==> src/shared/psiu_pkg.sv <==
/*
   Constants, encodings and carrier types of the program counter, return stack and
   indirect addressing unit.
   Assumes one core clock domain shared by the instruction decoder and this unit.
*/
package psiu_pkg;

   // ====================
   // widths
   localparam int PC_W        = 13;
   localparam int PCL_W       = 8;
   localparam int PCH_W       = 5;
   localparam int TARGET_W    = 11;
   localparam int STACK_DEPTH = 8;
   localparam int SP_W        = 3;
   localparam int DATA_W      = 8;
   localparam int FILE_AW     = 9;
   localparam int AXI_AW      = 8;
   localparam int AXI_DW      = 32;

   // ====================
   // reset values
   localparam logic [PC_W-1:0]   PC_RESET     = 13'h0000;
   localparam logic [PC_W-1:0]   IRQ_VECTOR   = 13'h0004;
   localparam logic [PCH_W-1:0]  LATCH_RESET  = 5'h00;
   localparam logic [DATA_W-1:0] PTR_RESET    = 8'h00;
   localparam logic [SP_W-1:0]   SP_RESET     = 3'h0;
   localparam logic [DATA_W-1:0] WINDOW_READ  = 8'h00;

   // ====================
   // file addresses, low seven bits, mirrored in every bank
   localparam logic [6:0] FA_WINDOW = 7'h00;
   localparam logic [6:0] FA_PCL    = 7'h02;
   localparam logic [6:0] FA_STATUS = 7'h03;
   localparam logic [6:0] FA_PTR    = 7'h04;
   localparam logic [6:0] FA_LATCH  = 7'h0A;
   localparam int         STATUS_BANK_POS = 7;
   localparam int         LATCH_JUMP_LO   = 3;

   // ====================
   // register bus byte offsets
   localparam logic [AXI_AW-1:0] RA_PCL   = 8'h00;
   localparam logic [AXI_AW-1:0] RA_LATCH = 8'h04;
   localparam logic [AXI_AW-1:0] RA_PTR   = 8'h08;
   localparam logic [AXI_AW-1:0] RA_BANK  = 8'h0C;
   localparam int                BANK_POS = 0;
   localparam logic [1:0]        RESP_OKAY   = 2'h0;
   localparam logic [1:0]        RESP_SLVERR = 2'h2;

   // ====================
   // sequencing operations from the decoder
   typedef enum logic [7:0] {
      OP_NONE    = 8'h01,
      OP_STEP    = 8'h02,
      OP_JUMP    = 8'h04,
      OP_CALL    = 8'h08,
      OP_RET     = 8'h10,
      OP_RET_LIT = 8'h20,
      OP_RET_INT = 8'h40,
      OP_IRQ     = 8'h80
   } psiu_op_t;

   typedef struct packed {
      psiu_op_t              op;
      logic [TARGET_W-1:0]   target;
   } psiu_seq_req_t;

   typedef struct packed {
      logic                  rd;
      logic                  wr;
      logic [FILE_AW-1:0]    addr;
      logic [DATA_W-1:0]     wdata;
   } psiu_file_req_t;

endpackage : psiu_pkg

==> src/core/psiu_stack_mem.sv <==
/*
   Return stack storage: a small word memory with registered read data and
   write-through when the word being written is the one being read.
   Assumes the caller supplies the next top-of-stack index every cycle.
*/
module psiu_stack_mem #(
   parameter int DEPTH = psiu_pkg::STACK_DEPTH,
   parameter int WIDTH = psiu_pkg::PC_W,
   parameter int AW    = psiu_pkg::SP_W
) (
   input  wire logic             aclk,
   input  wire logic             we,
   input  wire logic [AW-1:0]    waddr,
   input  wire logic [WIDTH-1:0] wdata,
   input  wire logic [AW-1:0]    raddr,
   output logic      [WIDTH-1:0] rdata
);

   // ====================
   // elaboration check
   if (DEPTH != (1 << AW)) begin : g_bad_depth
      $error("stack depth must equal two to the index width");
   end

   // ====================
   // storage
   logic [WIDTH-1:0] mem [DEPTH];

   always_ff @(posedge aclk) begin
      if (we) begin
         mem[waddr] <= wdata;
      end
   end

   always_ff @(posedge aclk) begin
      if (we && (waddr == raddr)) begin
         rdata <= wdata;
      end else begin
         rdata <= mem[raddr];
      end
   end

endmodule : psiu_stack_mem

==> src/core/psiu_top.sv <==
/*
   Program counter, circular return stack and indirect data addressing of the core,
   with software access over an AXI4-Lite slave.
   Assumes decoder requests arrive one per cycle on aclk and the data memory sits
   outside, fed by the registered indirect access port.
*/
// What this block does
// - Keep a 13-bit program counter; low byte is a readable, writable register.
// - Upper five counter bits are hidden; writes reach them only through the high latch.
// - Every reset clears the whole program counter.
// - Writing the low byte loads high bits from latch bits 4..0 together.
// - Call and jump take the top two counter bits from latch bits 4..3.
// - Return stack holds eight 13-bit entries outside program and data space.
// - The stack pointer cannot be read or written by software.
// - Call or interrupt vectoring pushes the program counter.
// - Return, return with literal and interrupt return pop into the counter.
// - Pushes and pops leave the high latch unchanged.
// - The stack wraps: the ninth push overwrites the first entry.
// - No overflow or underflow indication exists.
// - Accessing the window register accesses the location the pointer selects.
// - Indirect read of the window itself returns 00h.
// - Indirect write of the window itself stores nothing.
// - Indirect address is the bank bit above the 8-bit pointer.
module psiu_top #(
   parameter logic [psiu_pkg::PC_W-1:0] IRQ_VEC = psiu_pkg::IRQ_VECTOR
) (
   input  wire logic                              aclk,
   input  wire logic                              aresetn,
   input  wire logic                              core_reset,
   input  wire psiu_pkg::psiu_seq_req_t           seq_req,
   input  wire psiu_pkg::psiu_file_req_t          file_req,
   output logic     [psiu_pkg::PC_W-1:0]          pc,
   output logic     [psiu_pkg::DATA_W-1:0]        loc_rdata,
   output logic                                   loc_rvalid,
   output psiu_pkg::psiu_file_req_t               ind_acc,
   input  wire logic [psiu_pkg::AXI_AW-1:0]       s_axi_awaddr,
   input  wire logic                              s_axi_awvalid,
   output logic                                   s_axi_awready,
   input  wire logic [psiu_pkg::AXI_DW-1:0]       s_axi_wdata,
   input  wire logic [3:0]                        s_axi_wstrb,
   input  wire logic                              s_axi_wvalid,
   output logic                                   s_axi_wready,
   output logic     [1:0]                         s_axi_bresp,
   output logic                                   s_axi_bvalid,
   input  wire logic                              s_axi_bready,
   input  wire logic [psiu_pkg::AXI_AW-1:0]       s_axi_araddr,
   input  wire logic                              s_axi_arvalid,
   output logic                                   s_axi_arready,
   output logic     [psiu_pkg::AXI_DW-1:0]        s_axi_rdata,
   output logic     [1:0]                         s_axi_rresp,
   output logic                                   s_axi_rvalid,
   input  wire logic                              s_axi_rready
);

   // ====================
   // helpers
   function automatic logic is_window(input logic [6:0] a);
      is_window = (a == psiu_pkg::FA_WINDOW);
   endfunction : is_window

   function automatic logic is_local(input logic [6:0] a);
      is_local = (a == psiu_pkg::FA_PCL) || (a == psiu_pkg::FA_STATUS) ||
                 (a == psiu_pkg::FA_PTR) || (a == psiu_pkg::FA_LATCH);
   endfunction : is_local

   function automatic logic is_mapped(input logic [psiu_pkg::AXI_AW-1:0] a);
      is_mapped = (a == psiu_pkg::RA_PCL) || (a == psiu_pkg::RA_LATCH) ||
                  (a == psiu_pkg::RA_PTR) || (a == psiu_pkg::RA_BANK);
   endfunction : is_mapped

   // ====================
   // state
   logic [psiu_pkg::PCH_W-1:0]   pc_high_latch;
   logic [psiu_pkg::DATA_W-1:0]  pointer_reg;
   logic                         bank_pointer_bit;
   logic [psiu_pkg::SP_W-1:0]    sp;
   logic [psiu_pkg::SP_W-1:0]    next_sp;
   logic [psiu_pkg::PC_W-1:0]    next_pc;
   logic [psiu_pkg::PC_W-1:0]    stack_top;
   logic                         push;
   logic                         pop;
   logic                         branch;

   // ====================
   // register bus write side
   logic                         aw_full;
   logic                         w_full;
   logic [psiu_pkg::AXI_AW-1:0]  aw_addr;
   logic [psiu_pkg::DATA_W-1:0]  w_byte;
   logic                         w_lane;
   logic                         aw_take;
   logic                         w_take;
   logic                         wr_fire;
   logic                         next_aw_full;
   logic                         next_w_full;
   logic                         ar_take;
   logic                         next_rvalid;
   assign aw_take      = s_axi_awvalid && s_axi_awready;
   assign w_take       = s_axi_wvalid && s_axi_wready;
   assign wr_fire      = aw_full && w_full && !s_axi_bvalid;
   assign next_aw_full = (aw_full && !wr_fire) || aw_take;
   assign next_w_full  = (w_full && !wr_fire) || w_take;
   assign ar_take      = s_axi_arvalid && s_axi_arready;
   assign next_rvalid  = ar_take || (s_axi_rvalid && !s_axi_rready);
   always_ff @(posedge aclk) begin
      if (!aresetn) begin
         aw_full       <= 1'b0;
         w_full        <= 1'b0;
         s_axi_awready <= 1'b0;
         s_axi_wready  <= 1'b0;
         aw_addr       <= '0;
         w_byte        <= '0;
         w_lane        <= 1'b0;
      end else begin
         aw_full       <= next_aw_full;
         w_full        <= next_w_full;
         s_axi_awready <= !next_aw_full;
         s_axi_wready  <= !next_w_full;
         if (aw_take) begin
            aw_addr <= s_axi_awaddr;
         end
         if (w_take) begin
            w_byte <= s_axi_wdata[psiu_pkg::DATA_W-1:0];
            w_lane <= s_axi_wstrb[0];
         end
      end
   end
   always_ff @(posedge aclk) begin
      if (!aresetn) begin
         s_axi_bvalid <= 1'b0;
         s_axi_bresp  <= psiu_pkg::RESP_OKAY;
      end else if (wr_fire) begin
         s_axi_bvalid <= 1'b1;
         s_axi_bresp  <= is_mapped(aw_addr) ? psiu_pkg::RESP_OKAY : psiu_pkg::RESP_SLVERR;
      end else if (s_axi_bready) begin
         s_axi_bvalid <= 1'b0;
      end
   end

   // ====================
   // register bus read side; no stack pointer or high counter bits are mapped
   always_ff @(posedge aclk) begin
      if (!aresetn) begin
         s_axi_arready <= 1'b0;
         s_axi_rvalid  <= 1'b0;
         s_axi_rdata   <= '0;
         s_axi_rresp   <= psiu_pkg::RESP_OKAY;
      end else begin
         s_axi_arready <= !next_rvalid;
         s_axi_rvalid  <= next_rvalid;
         if (ar_take) begin
            s_axi_rdata <= '0;
            s_axi_rresp <= psiu_pkg::RESP_OKAY;
            case (s_axi_araddr)
               psiu_pkg::RA_PCL:   s_axi_rdata[psiu_pkg::PCL_W-1:0] <= pc[psiu_pkg::PCL_W-1:0];
               psiu_pkg::RA_LATCH: s_axi_rdata[psiu_pkg::PCH_W-1:0] <= pc_high_latch;
               psiu_pkg::RA_PTR:   s_axi_rdata[psiu_pkg::DATA_W-1:0] <= pointer_reg;
               psiu_pkg::RA_BANK:  s_axi_rdata[psiu_pkg::BANK_POS] <= bank_pointer_bit;
               default:            s_axi_rresp <= psiu_pkg::RESP_SLVERR;
            endcase
         end
      end
   end

   // ====================
   // file access decode: window redirect through the pointer
   logic                         dir_win;
   logic [psiu_pkg::FILE_AW-1:0] eff_addr;
   logic                         eff_null;
   logic                         eff_loc;
   logic                         f_wr;
   logic                         bus_wr;
   always_comb begin
      dir_win  = is_window(file_req.addr[6:0]);
      eff_addr = dir_win ? {bank_pointer_bit, pointer_reg} : file_req.addr;
      eff_null = dir_win && is_window(pointer_reg[6:0]);
      eff_loc  = !eff_null && is_local(eff_addr[6:0]);
   end
   assign f_wr   = file_req.wr && eff_loc;
   assign bus_wr = wr_fire && w_lane;

   // ====================
   // low byte write detection, decoder wins over the bus
   logic                         pcl_wr;
   logic [psiu_pkg::PCL_W-1:0]   pcl_data;
   always_comb begin
      pcl_wr   = 1'b0;
      pcl_data = w_byte;
      if (f_wr && (eff_addr[6:0] == psiu_pkg::FA_PCL)) begin
         pcl_wr   = 1'b1;
         pcl_data = file_req.wdata;
      end else if (bus_wr && (aw_addr == psiu_pkg::RA_PCL)) begin
         pcl_wr   = 1'b1;
      end
   end

   // ====================
   // program counter sequencing
   always_comb begin
      push    = 1'b0;
      pop     = 1'b0;
      branch  = 1'b1;
      next_pc = pc;
      case (seq_req.op)
         psiu_pkg::OP_STEP: begin
            branch  = 1'b0;
            next_pc = pc + 13'h0001;
         end
         psiu_pkg::OP_JUMP: begin
            next_pc = {pc_high_latch[psiu_pkg::PCH_W-1:psiu_pkg::LATCH_JUMP_LO],
                       seq_req.target};
         end
         psiu_pkg::OP_CALL: begin
            push    = 1'b1;
            next_pc = {pc_high_latch[psiu_pkg::PCH_W-1:psiu_pkg::LATCH_JUMP_LO],
                       seq_req.target};
         end
         psiu_pkg::OP_RET, psiu_pkg::OP_RET_LIT, psiu_pkg::OP_RET_INT: begin
            pop     = 1'b1;
            next_pc = stack_top;
         end
         psiu_pkg::OP_IRQ: begin
            push    = 1'b1;
            next_pc = IRQ_VEC;
         end
         default: begin
            branch  = 1'b0;
         end
      endcase
      if (pcl_wr && !branch) begin
         next_pc = {pc_high_latch, pcl_data};
      end
   end
   always_ff @(posedge aclk) begin
      if (!aresetn || core_reset) begin
         pc <= psiu_pkg::PC_RESET;
      end else begin
         pc <= next_pc;
      end
   end

   // ====================
   // circular return stack, pointer wraps silently
   always_comb begin
      next_sp = sp;
      if (push) begin
         next_sp = sp + 3'h1;
      end else if (pop) begin
         next_sp = sp - 3'h1;
      end
   end
   always_ff @(posedge aclk) begin
      if (!aresetn) begin
         sp <= psiu_pkg::SP_RESET;
      end else begin
         sp <= next_sp;
      end
   end
   psiu_stack_mem #(
      .DEPTH (psiu_pkg::STACK_DEPTH),
      .WIDTH (psiu_pkg::PC_W),
      .AW    (psiu_pkg::SP_W)
   ) u_stack (
      .aclk  (aclk),
      .we    (push),
      .waddr (sp),
      .wdata (pc),
      .raddr (next_sp - 3'h1),
      .rdata (stack_top)
   );

   // ====================
   // latch, pointer and bank bit; decoder writes land after bus writes
   always_ff @(posedge aclk) begin
      if (!aresetn) begin
         pc_high_latch    <= psiu_pkg::LATCH_RESET;
         pointer_reg      <= psiu_pkg::PTR_RESET;
         bank_pointer_bit <= 1'b0;
      end else begin
         if (bus_wr && (aw_addr == psiu_pkg::RA_LATCH)) begin
            pc_high_latch <= w_byte[psiu_pkg::PCH_W-1:0];
         end
         if (bus_wr && (aw_addr == psiu_pkg::RA_PTR)) begin
            pointer_reg <= w_byte;
         end
         if (bus_wr && (aw_addr == psiu_pkg::RA_BANK)) begin
            bank_pointer_bit <= w_byte[psiu_pkg::BANK_POS];
         end
         if (f_wr && (eff_addr[6:0] == psiu_pkg::FA_LATCH)) begin
            pc_high_latch <= file_req.wdata[psiu_pkg::PCH_W-1:0];
         end
         if (f_wr && (eff_addr[6:0] == psiu_pkg::FA_PTR)) begin
            pointer_reg <= file_req.wdata;
         end
         if (f_wr && (eff_addr[6:0] == psiu_pkg::FA_STATUS)) begin
            bank_pointer_bit <= file_req.wdata[psiu_pkg::STATUS_BANK_POS];
         end
      end
   end

   // ====================
   // local read answers and the outgoing data memory access
   always_ff @(posedge aclk) begin
      if (!aresetn) begin
         loc_rvalid <= 1'b0;
         loc_rdata  <= '0;
      end else begin
         loc_rvalid <= file_req.rd && (eff_null || eff_loc);
         loc_rdata  <= '0;
         if (file_req.rd && eff_null) begin
            loc_rdata <= psiu_pkg::WINDOW_READ;
         end else if (file_req.rd && eff_loc) begin
            case (eff_addr[6:0])
               psiu_pkg::FA_PCL:    loc_rdata <= pc[psiu_pkg::PCL_W-1:0];
               psiu_pkg::FA_LATCH:  loc_rdata <= {3'h0, pc_high_latch};
               psiu_pkg::FA_PTR:    loc_rdata <= pointer_reg;
               psiu_pkg::FA_STATUS: loc_rdata[psiu_pkg::STATUS_BANK_POS] <= bank_pointer_bit;
               default:             loc_rdata <= '0;
            endcase
         end
      end
   end
   always_ff @(posedge aclk) begin
      if (!aresetn) begin
         ind_acc <= '0;
      end else begin
         ind_acc.rd    <= file_req.rd && !eff_null && !eff_loc;
         ind_acc.wr    <= file_req.wr && !eff_null && !eff_loc;
         ind_acc.addr  <= eff_addr;
         ind_acc.wdata <= file_req.wdata;
      end
   end

endmodule : psiu_top

==> config.mk <==
export PLATFORM = sky130hd
export DESIGN_NAME = psiu_top
export DESIGN_NICKNAME = d
export VERILOG_FILES = /design/src/shared/psiu_pkg.sv /design/src/core/psiu_stack_mem.sv /design/src/core/psiu_top.sv
export SDC_FILE = /design/constraint.sdc
export NUM_CORES = 1
export LEC_CHECK = 0
export ABC_CLOCK_PERIOD_IN_PS = 7500
export BUFFER_PORTS_ARGS = -buffer_cell sky130_fd_sc_hd__buf_4
export CORE_UTILIZATION = 30
export DETAILED_ROUTE_END_ITERATION = 10
export PLACE_DENSITY_LB_ADDON = 0.12
export SKIP_CTS_REPAIR_TIMING = 1
export SLEW_MARGIN = 5
export SYNTH_ARGS = -nofsm -noshare
export SYNTH_HDL_FRONTEND = slang
export SYNTH_SLANG_ARGS = --single-unit
==> constraint.sdc <==
create_clock -name aclk -period 7.5 [get_ports aclk]
set_input_delay 1.875 -clock aclk [delete_from_list [all_inputs] [get_ports aclk]]
set_output_delay 1.875 -clock aclk [all_outputs]
set_load 0.01 [all_outputs]
# Word level (Yosys, flattened, before mapping)

Memory sizes are Yosys's and may differ from the RTL's. A register that Yosys moved wholly into a read port is not among the register bits.
Cells that the tools add are included.

Bits of input ports: 98
Logic and storage cells: 140
Bits in registers: 94
Memory bits (writable): 104
Memory bits (read-only): 0
Memories: 1
Bits in latches: 0
Output and inout bits: 82

Memories:

| memory      | depth | width | rd ports | clocked after memory_dff | write ports | line                 | source |
|---|---|---|---|---|---|---|---|
| u_stack.mem | 8     | 13    | 1        | 1                        | 1           | psiu_stack_mem.sv:27 | `logic [WIDTH-1:0] mem [DEPTH];` |

Div/mod/pow operators: 0
Add/subtract/negate cells: 4
Shift-type cells: 0
Reductions and logical operators: 64
Bitwise logic cells: 2
Muxes and demuxes: 28
Magnitude comparators: 0
Eq/ne operators: 17
Multiply operators: 0

Operator list:

| cell                                          | count |
|---|---|
| case mux 13 bit (4 select lines)              | 1 |
| == test 8 x 4 -> 1 bit, second input constant | 5 |
| logical AND 1 bit                             | 28 |
| == test 8 x 3 -> 1 bit, second input constant | 3 |
| 2-to-1 mux 8 bit                              | 3 |
| case mux 7 bit (3 select lines)               | 1 |
| zero test 8 bit                               | 2 |
| == test 7 x 2 -> 1 bit, second input constant | 2 |
| zero test 7 bit                               | 2 |
| adder 13 x 1 -> 13 bit, second input constant | 1 |
| 2-to-1 mux 13 bit                             | 1 |
| case mux 4 bit (3 select lines)               | 1 |
| logical OR 1 bit                              | 11 |
| 2-to-1 mux 1 bit                              | 11 |
| zero test 1 bit                               | 10 |
| 2-to-1 mux 5 bit                              | 2 |
| 2-to-1 mux 9 bit                              | 1 |
| == test 8 x 2 -> 1 bit, second input constant | 1 |
| == test 8 x 5 -> 1 bit, second input constant | 1 |
| == test 8 x 6 -> 1 bit, second input constant | 1 |
| == test 8 x 7 -> 1 bit, second input constant | 1 |
| == test 8 bit, second input constant          | 1 |
| nonzero test 2 bit                            | 4 |
| == test 7 x 3 -> 1 bit, second input constant | 1 |
| 14 further kinds                              | 20 |

# Longest topological paths before layout

Depth in word-level cells: 12
Mapped depth: 10
Mapped depth without buffers: 8

# By module

Synthesis repeated with hierarchy kept, for this count alone.

Cell total of the unflattened synthesis: 710
Area, all modules: 8862.2 um^2

By module, submodules not included:

| module         | seq. area each (um^2) | area each (um^2) | instances | cells each |
|---|---|---|---|---|
| psiu_top       | 1841.8                | 4747.1           | 1         | 544 |
| psiu_stack_mem | 3183.1                | 4115.2           | 1         | 166 |

# Least setup slack after synthesis

Ideal clock, no wire load.

Path kind: input-to-reg
From: input seq_req[16] (netlist bit)
To: memory u_stack.mem[4][0] (netlist bit) (enable)
Setup time: 0.400 ns
Arrival time: 3.757 ns
Stages on the path: 5
Path slack: 3.343 ns
Cell sequence: nor3_1 -> nand2_1 -> nor3_1 -> nand2_1 -> nor3_1

Word-level cells in the longest chain between the ends: 5
Elaborated cells between the ends (all ways): 6
Those cells by class: eq/ne (2); mux (3); reduce/logical (1)

Ends and longest elaborated chain:

| item                                                           | line                 | source |
|---|---|---|
| start, declared                                                | psiu_top.sv:30       | `input wire psiu_pkg::psiu_seq_req_t seq_req,` |
| == test 8 bit / == test 8 x 4 -> 1 bit (equally long branches) | psiu_top.sv:204      | `case (seq_req.op)` |
| OR reduction 2 bit (no source line) (*)                        | n/a                  |  |
| 2-to-1 mux 1 bit (*)                                           | psiu_top.sv:204      |  |
| 2-to-1 mux 1 bit (*)                                           | psiu_stack_mem.sv:30 | `if (we) begin` |
| 2-to-1 mux 1 bit (implied by the code) (*)                     | psiu_stack_mem.sv:31 | `mem[waddr] <= wdata;` |
| end, declared                                                  | psiu_stack_mem.sv:27 |  |

Every way passes the cells marked *; elsewhere a longest branch is shown, timed or not.

# Worst setup path in the final report

From: input file_req[8] (netlist bit)
To: register pc[9] (netlist bit)

Word-level cells in the longest chain between the ends: 12
Elaborated cells between the ends (all ways): 18
Those cells by class: eq/ne (4); mux (3); reduce/logical (11)

Ends and longest elaborated chain:

| item                                                                            | line                            | source |
|---|---|---|
| start, declared                                                                 | psiu_top.sv:31                  | `input wire psiu_pkg::psiu_file_req_t file_req,` |
| zero test 7 bit                                                                 | psiu_top.sv:58                  | `is_window = (a == psiu_pkg::FA_WINDOW);` |
| 2-to-1 mux 9 bit                                                                | psiu_top.sv:175                 | `eff_addr = dir_win ? {bank_pointer_bit, pointer_reg} : file_req.addr;` |
| == test 7 x 2 -> 1 bit, on equally long branches                                | psiu_top.sv:62, psiu_top.sv:189 |  |
| logical OR 1 bit (2 in a row)                                                   | psiu_top.sv:62                  | `is_local = (a == psiu_pkg::FA_PCL) \|\| (a == psiu_pkg::FA_STATUS) \|\|` |
| logical OR 1 bit                                                                | psiu_top.sv:63                  | `(a == psiu_pkg::FA_PTR) \|\| (a == psiu_pkg::FA_LATCH);` |
| logical AND 1 bit                                                               | psiu_top.sv:177                 | `eff_loc = !eff_null && is_local(eff_addr[6:0]);` |
| logical AND 1 bit                                                               | psiu_top.sv:179                 | `assign f_wr = file_req.wr && eff_loc;` |
| logical AND 1 bit (*)                                                           | psiu_top.sv:189                 | `if (f_wr && (eff_addr[6:0] == psiu_pkg::FA_PCL)) begin` |
| 2-to-1 mux 1 bit (*)                                                            | psiu_top.sv:189                 |  |
| logical AND 1 bit (*)                                                           | psiu_top.sv:230                 | `if (pcl_wr && !branch) begin` |
| nonzero test 5 bit (no source line) / 2-to-1 mux 13 bit (equally long branches) | n/a                             |  |
| end signal, assigned                                                            | psiu_top.sv:236                 | `pc <= psiu_pkg::PC_RESET;` |
| end signal, assigned                                                            | psiu_top.sv:238                 | `pc <= next_pc;` |
| end, declared                                                                   | psiu_top.sv:32                  | `output logic [psiu_pkg::PC_W-1:0] pc,` |

Marks and branches as above.
A chain may end at the register's enable or synchronous reset.

==> run_results.csv <==
group,metric,value,unit
power,p_leak,4.05,nW
detailed_routing,drc,0,
floorplanning,dieArea,0.0300,mm²
power,ir_worst_vdd,144,µV
clock_network,cts_tree,"done",
cells_and_area,layout-area-overhead-vs-synth,21.3,%
worst_setup_path,crit_arrival,4.48,ns
clock_network,cts_root_buffer,"clkbuf_16",
floorplanning,coreArea,0.0288,mm²
worst_setup_path,r2r-end,"loc_rdata[5]$_SDFF_PP0_",
sta,rsz0062_at_grt,"no",
sta,fin_crit,4.14,ns
floorplanning,row_count,62,
global_route,grt_max_degree,58,
detailed_routing,routed_wl,24.9,mm
global_route,overflow,0,
floorplanning,io_pins,180,
worst_setup_path,ff2ff_path_depth,7,
cells_and_area,final_core_util,37.0,%
sta,timing.final.crit_share,55.2,%
synthesis,syn_area_per_cell,11.9,µm²
hold_path,holdPathEnd,"aw_addr[4]$_SDFFE_PN0P_",
synthesis,synthArstFlopShare,0,%
placement,dp_hpwl,17.5,mm
cells_and_area,num_antenna_cells,0,
sta,fin_setup_tns,0,ns
clock_network,cts.sinks,199,
worst_setup_path,critPathCaptureType,"flip-flop",
synthesis,synthDistinctLibCells,76,
synthesis,syn_inst,737,
cells_and_area,regMostFlops,"u_stack.mem",
detailed_routing,wire_per_inst,19.9,µm
sta,finalHoldViolCount,0,
detailed_routing,first_pass_iters,5,
worst_setup_path,rr_startpoint,"pointer_reg[4]$_SDFFE_PN0P_",
clock_network,cts-buffers-inserted,17,
worst_setup_path,r2r_slack,4.68,ns
cells_and_area,stdcell_area,0.0107,mm²
clock_network,clk-insertion-delay-late,0.44,ns
global_route,grt_use_total,16.7,%
worst_setup_path,crit_chain,"buf_4 > or4_4 > o41ai_2 > nand3_1 > o21ai_2 > or2_1 > nand2_1 > o31ai_1",
detailed_routing,viasPerCell,4.97,
synthesis,ys.flop_type,"edfxtp_1",
worst_setup_path,cp_max_fo,17,
hold_path,hold_path_depth,2,
sta,tightest_slew,1.12,ns
worst_setup_path,required,7.84,ns
floorplanning,die_w,173,µm
sta,skew,0.0216,ns
worst_setup_path,cpPeakStageDelay,0.58,ns
detailed_routing,vias,6222,
cells_and_area,final_cell_mix,"buf_4, edfxtp_1, dfxtp_1",
clock_network,clockBufferDepth,2,
hold_path,worst_hold_path_type,"reg -> reg",
placement,gp_congestion,0.812,
cells_and_area,largest_reg_flops,104,
synthesis,synth_warnings,0,
placement,port_buffers,126,
worst_setup_path,crit_type,"in -> reg",
cells_and_area,reg.largest.list,"u_stack.mem (104), ind_acc (19), pc (13)",
cells_and_area,layout_commonest_cell,"buf_4",
global_route,grt_pass1_vias,6081,
sta,finalMaxSlewViolations,0,
cells_and_area,drive_above_1_share,27.2,%
worst_setup_path,critPathTopFamily,"simple AND/OR/NAND/NOR gates",
clock_network,htree_levels,4,
synthesis,synth-edff-count,104,
status,status,"finished clean",
floorplanning,start_util,30.5,%
global_route,grt_pass1_wl,37.4,mm
placement,preCtsSetupSlack,2.90,ns
clock_network,clk_pin_slew_worst_paths,0.09,ns
synthesis,ys_ff_latch,199,
sta,slew_headroom,24.5,%
placement,place_area,0.0100,mm²
detailed_routing,first_iter_violations,528,
sta,worst_slack,3.36,ns
worst_setup_path,cp_slowest_cell,"or4_4",
power,p_per_area,229,mW/mm²
worst_setup_path,crit_buf_inv,1,
floorplanning,die_h,173,µm
global_route,antenna_found_initial,0,
hold_path,min-delay-start,"aw_addr[4]$_SDFFE_PN0P_",
worst_setup_path,startpoint_type,"input port",
detailed_routing,ant_nets,0,
sta,setup-violations-final,0,
synthesis,synthesis.area,0.00879,mm²
cells_and_area,final_nets,956,
synthesis,yosysSeqAreaShare,57.2,%
job,cap_violations,0,
sta,max_freq,0.242,GHz
==> cells in the mapped netlist, drive strengths merged, types with 6 or more instances <==
cell    instances  area, µm²
nor2           63        239
mux2i          30        300
nand2          67        264
nand2b          9       56.3
or4             8       71.3
a21oi          49        249
nor4           11        103
o21ai          28        144
mux2            8       90.1
a222oi          7       70.1
nand3          25        125
and2           14       90.1
buf            38        273
edfxtp        104       3120
clkbuf         27        111
xor2            9       78.8
and3            9       58.8
nor3           14       70.1
inv             6       22.5
a22oi          11       82.6
dfxtp          95       1900
mux4           27        612
a211oi         14        110
==> worst reg2reg max path: cells and delay by family, from the launching register on <==
kind / cells / cell delay (ns)
flops: 1 / 0.43
simple gates: 6 / 2.24
compound gates: 1 / 0.10
==> per-layer routing <==
| metal | track usage, % | vias up | part of all wire, % |
|---|---|---|---|
| met3 | 3.34 | 23 | 3.8 |
| met2 | 26.9 | 167 | 47 |
| met4 | 5.27 | 0 | 2.0 |
| li1 | - | 2946 | - |
| met5 | 0 | - | 0 |
| met1 | 22.6 | 3086 | 47 |
==> worst max-delay path by stage <==
stage | startpoint | end | cells past startpoint
6_report | file_req[8] | pc[9]$_SDFFE_PP0P_ | 8
5_1_grt | seq_req[16] | u_stack.mem[5][3]$_DFFE_PP_ | 6
4_1_cts | file_req[8] | pc[9]$_SDFFE_PP0P_ | 8
3_5_place_dp | file_req[8] | pc[9]$_SDFFE_PP0P_ | 8
3_3_place_gp | seq_req[16] | u_stack.mem[5][4]$_DFFE_PP_ | 6
2_1_floorplan | seq_req[16] | u_stack.mem[4][0]$_DFFE_PP_ | 5
==> cell families (layout without fill, tap and decap cells) <==
group	Yosys count	after routing	synth area share (%)
xor gates and xnor gates	14	14	1.40
AOI/OAI and AO/OA	137	137	10.3
buffers and inverters	72	177	4.73
and+or+nand+nor	245	245	14.4
muxes	65	65	11.4
other	1	26	0.0427
DFF	199	199	57.2
adders and majority gates	4	4	0.570
==> power by group <==
group	total [W]	leakage, nW	switching (W)	internal, W
registers	0.00122	1.79	0.0000643	0.00116
clock network	0.000967	0.297	0.000455	0.000512
logic	0.000255	1.96	0.000121	0.000134
total	0.00244	4.05	0.000641	0.00180
==> area by class of cell <==
class                   instances  area (µm²)
fillers                      2856       18100
flip-flops and latches        199        5030
multi-input cells             491        3470
repair buffers                139        1040
well taps                     384         480
clock buffers                  19         433
clock inverters                13         185
inverters                       6        22.5
==> per-stage QoR <==
step | instances | power, W | hold WS (ns)
2_1_floorplan | 762 | 0.00139 | 0.436
3_3_place_gp | 1219 | 0.00150 | 0.446
3_5_place_dp | 1219 | 0.00150 | 0.451
4_1_cts | 1251 | 0.00247 | 0.464
5_1_grt | 1251 | 0.00253 | 0.477
6_report | 1251 | 0.00244 | 0.462
(Power assumes the default switching activity.)
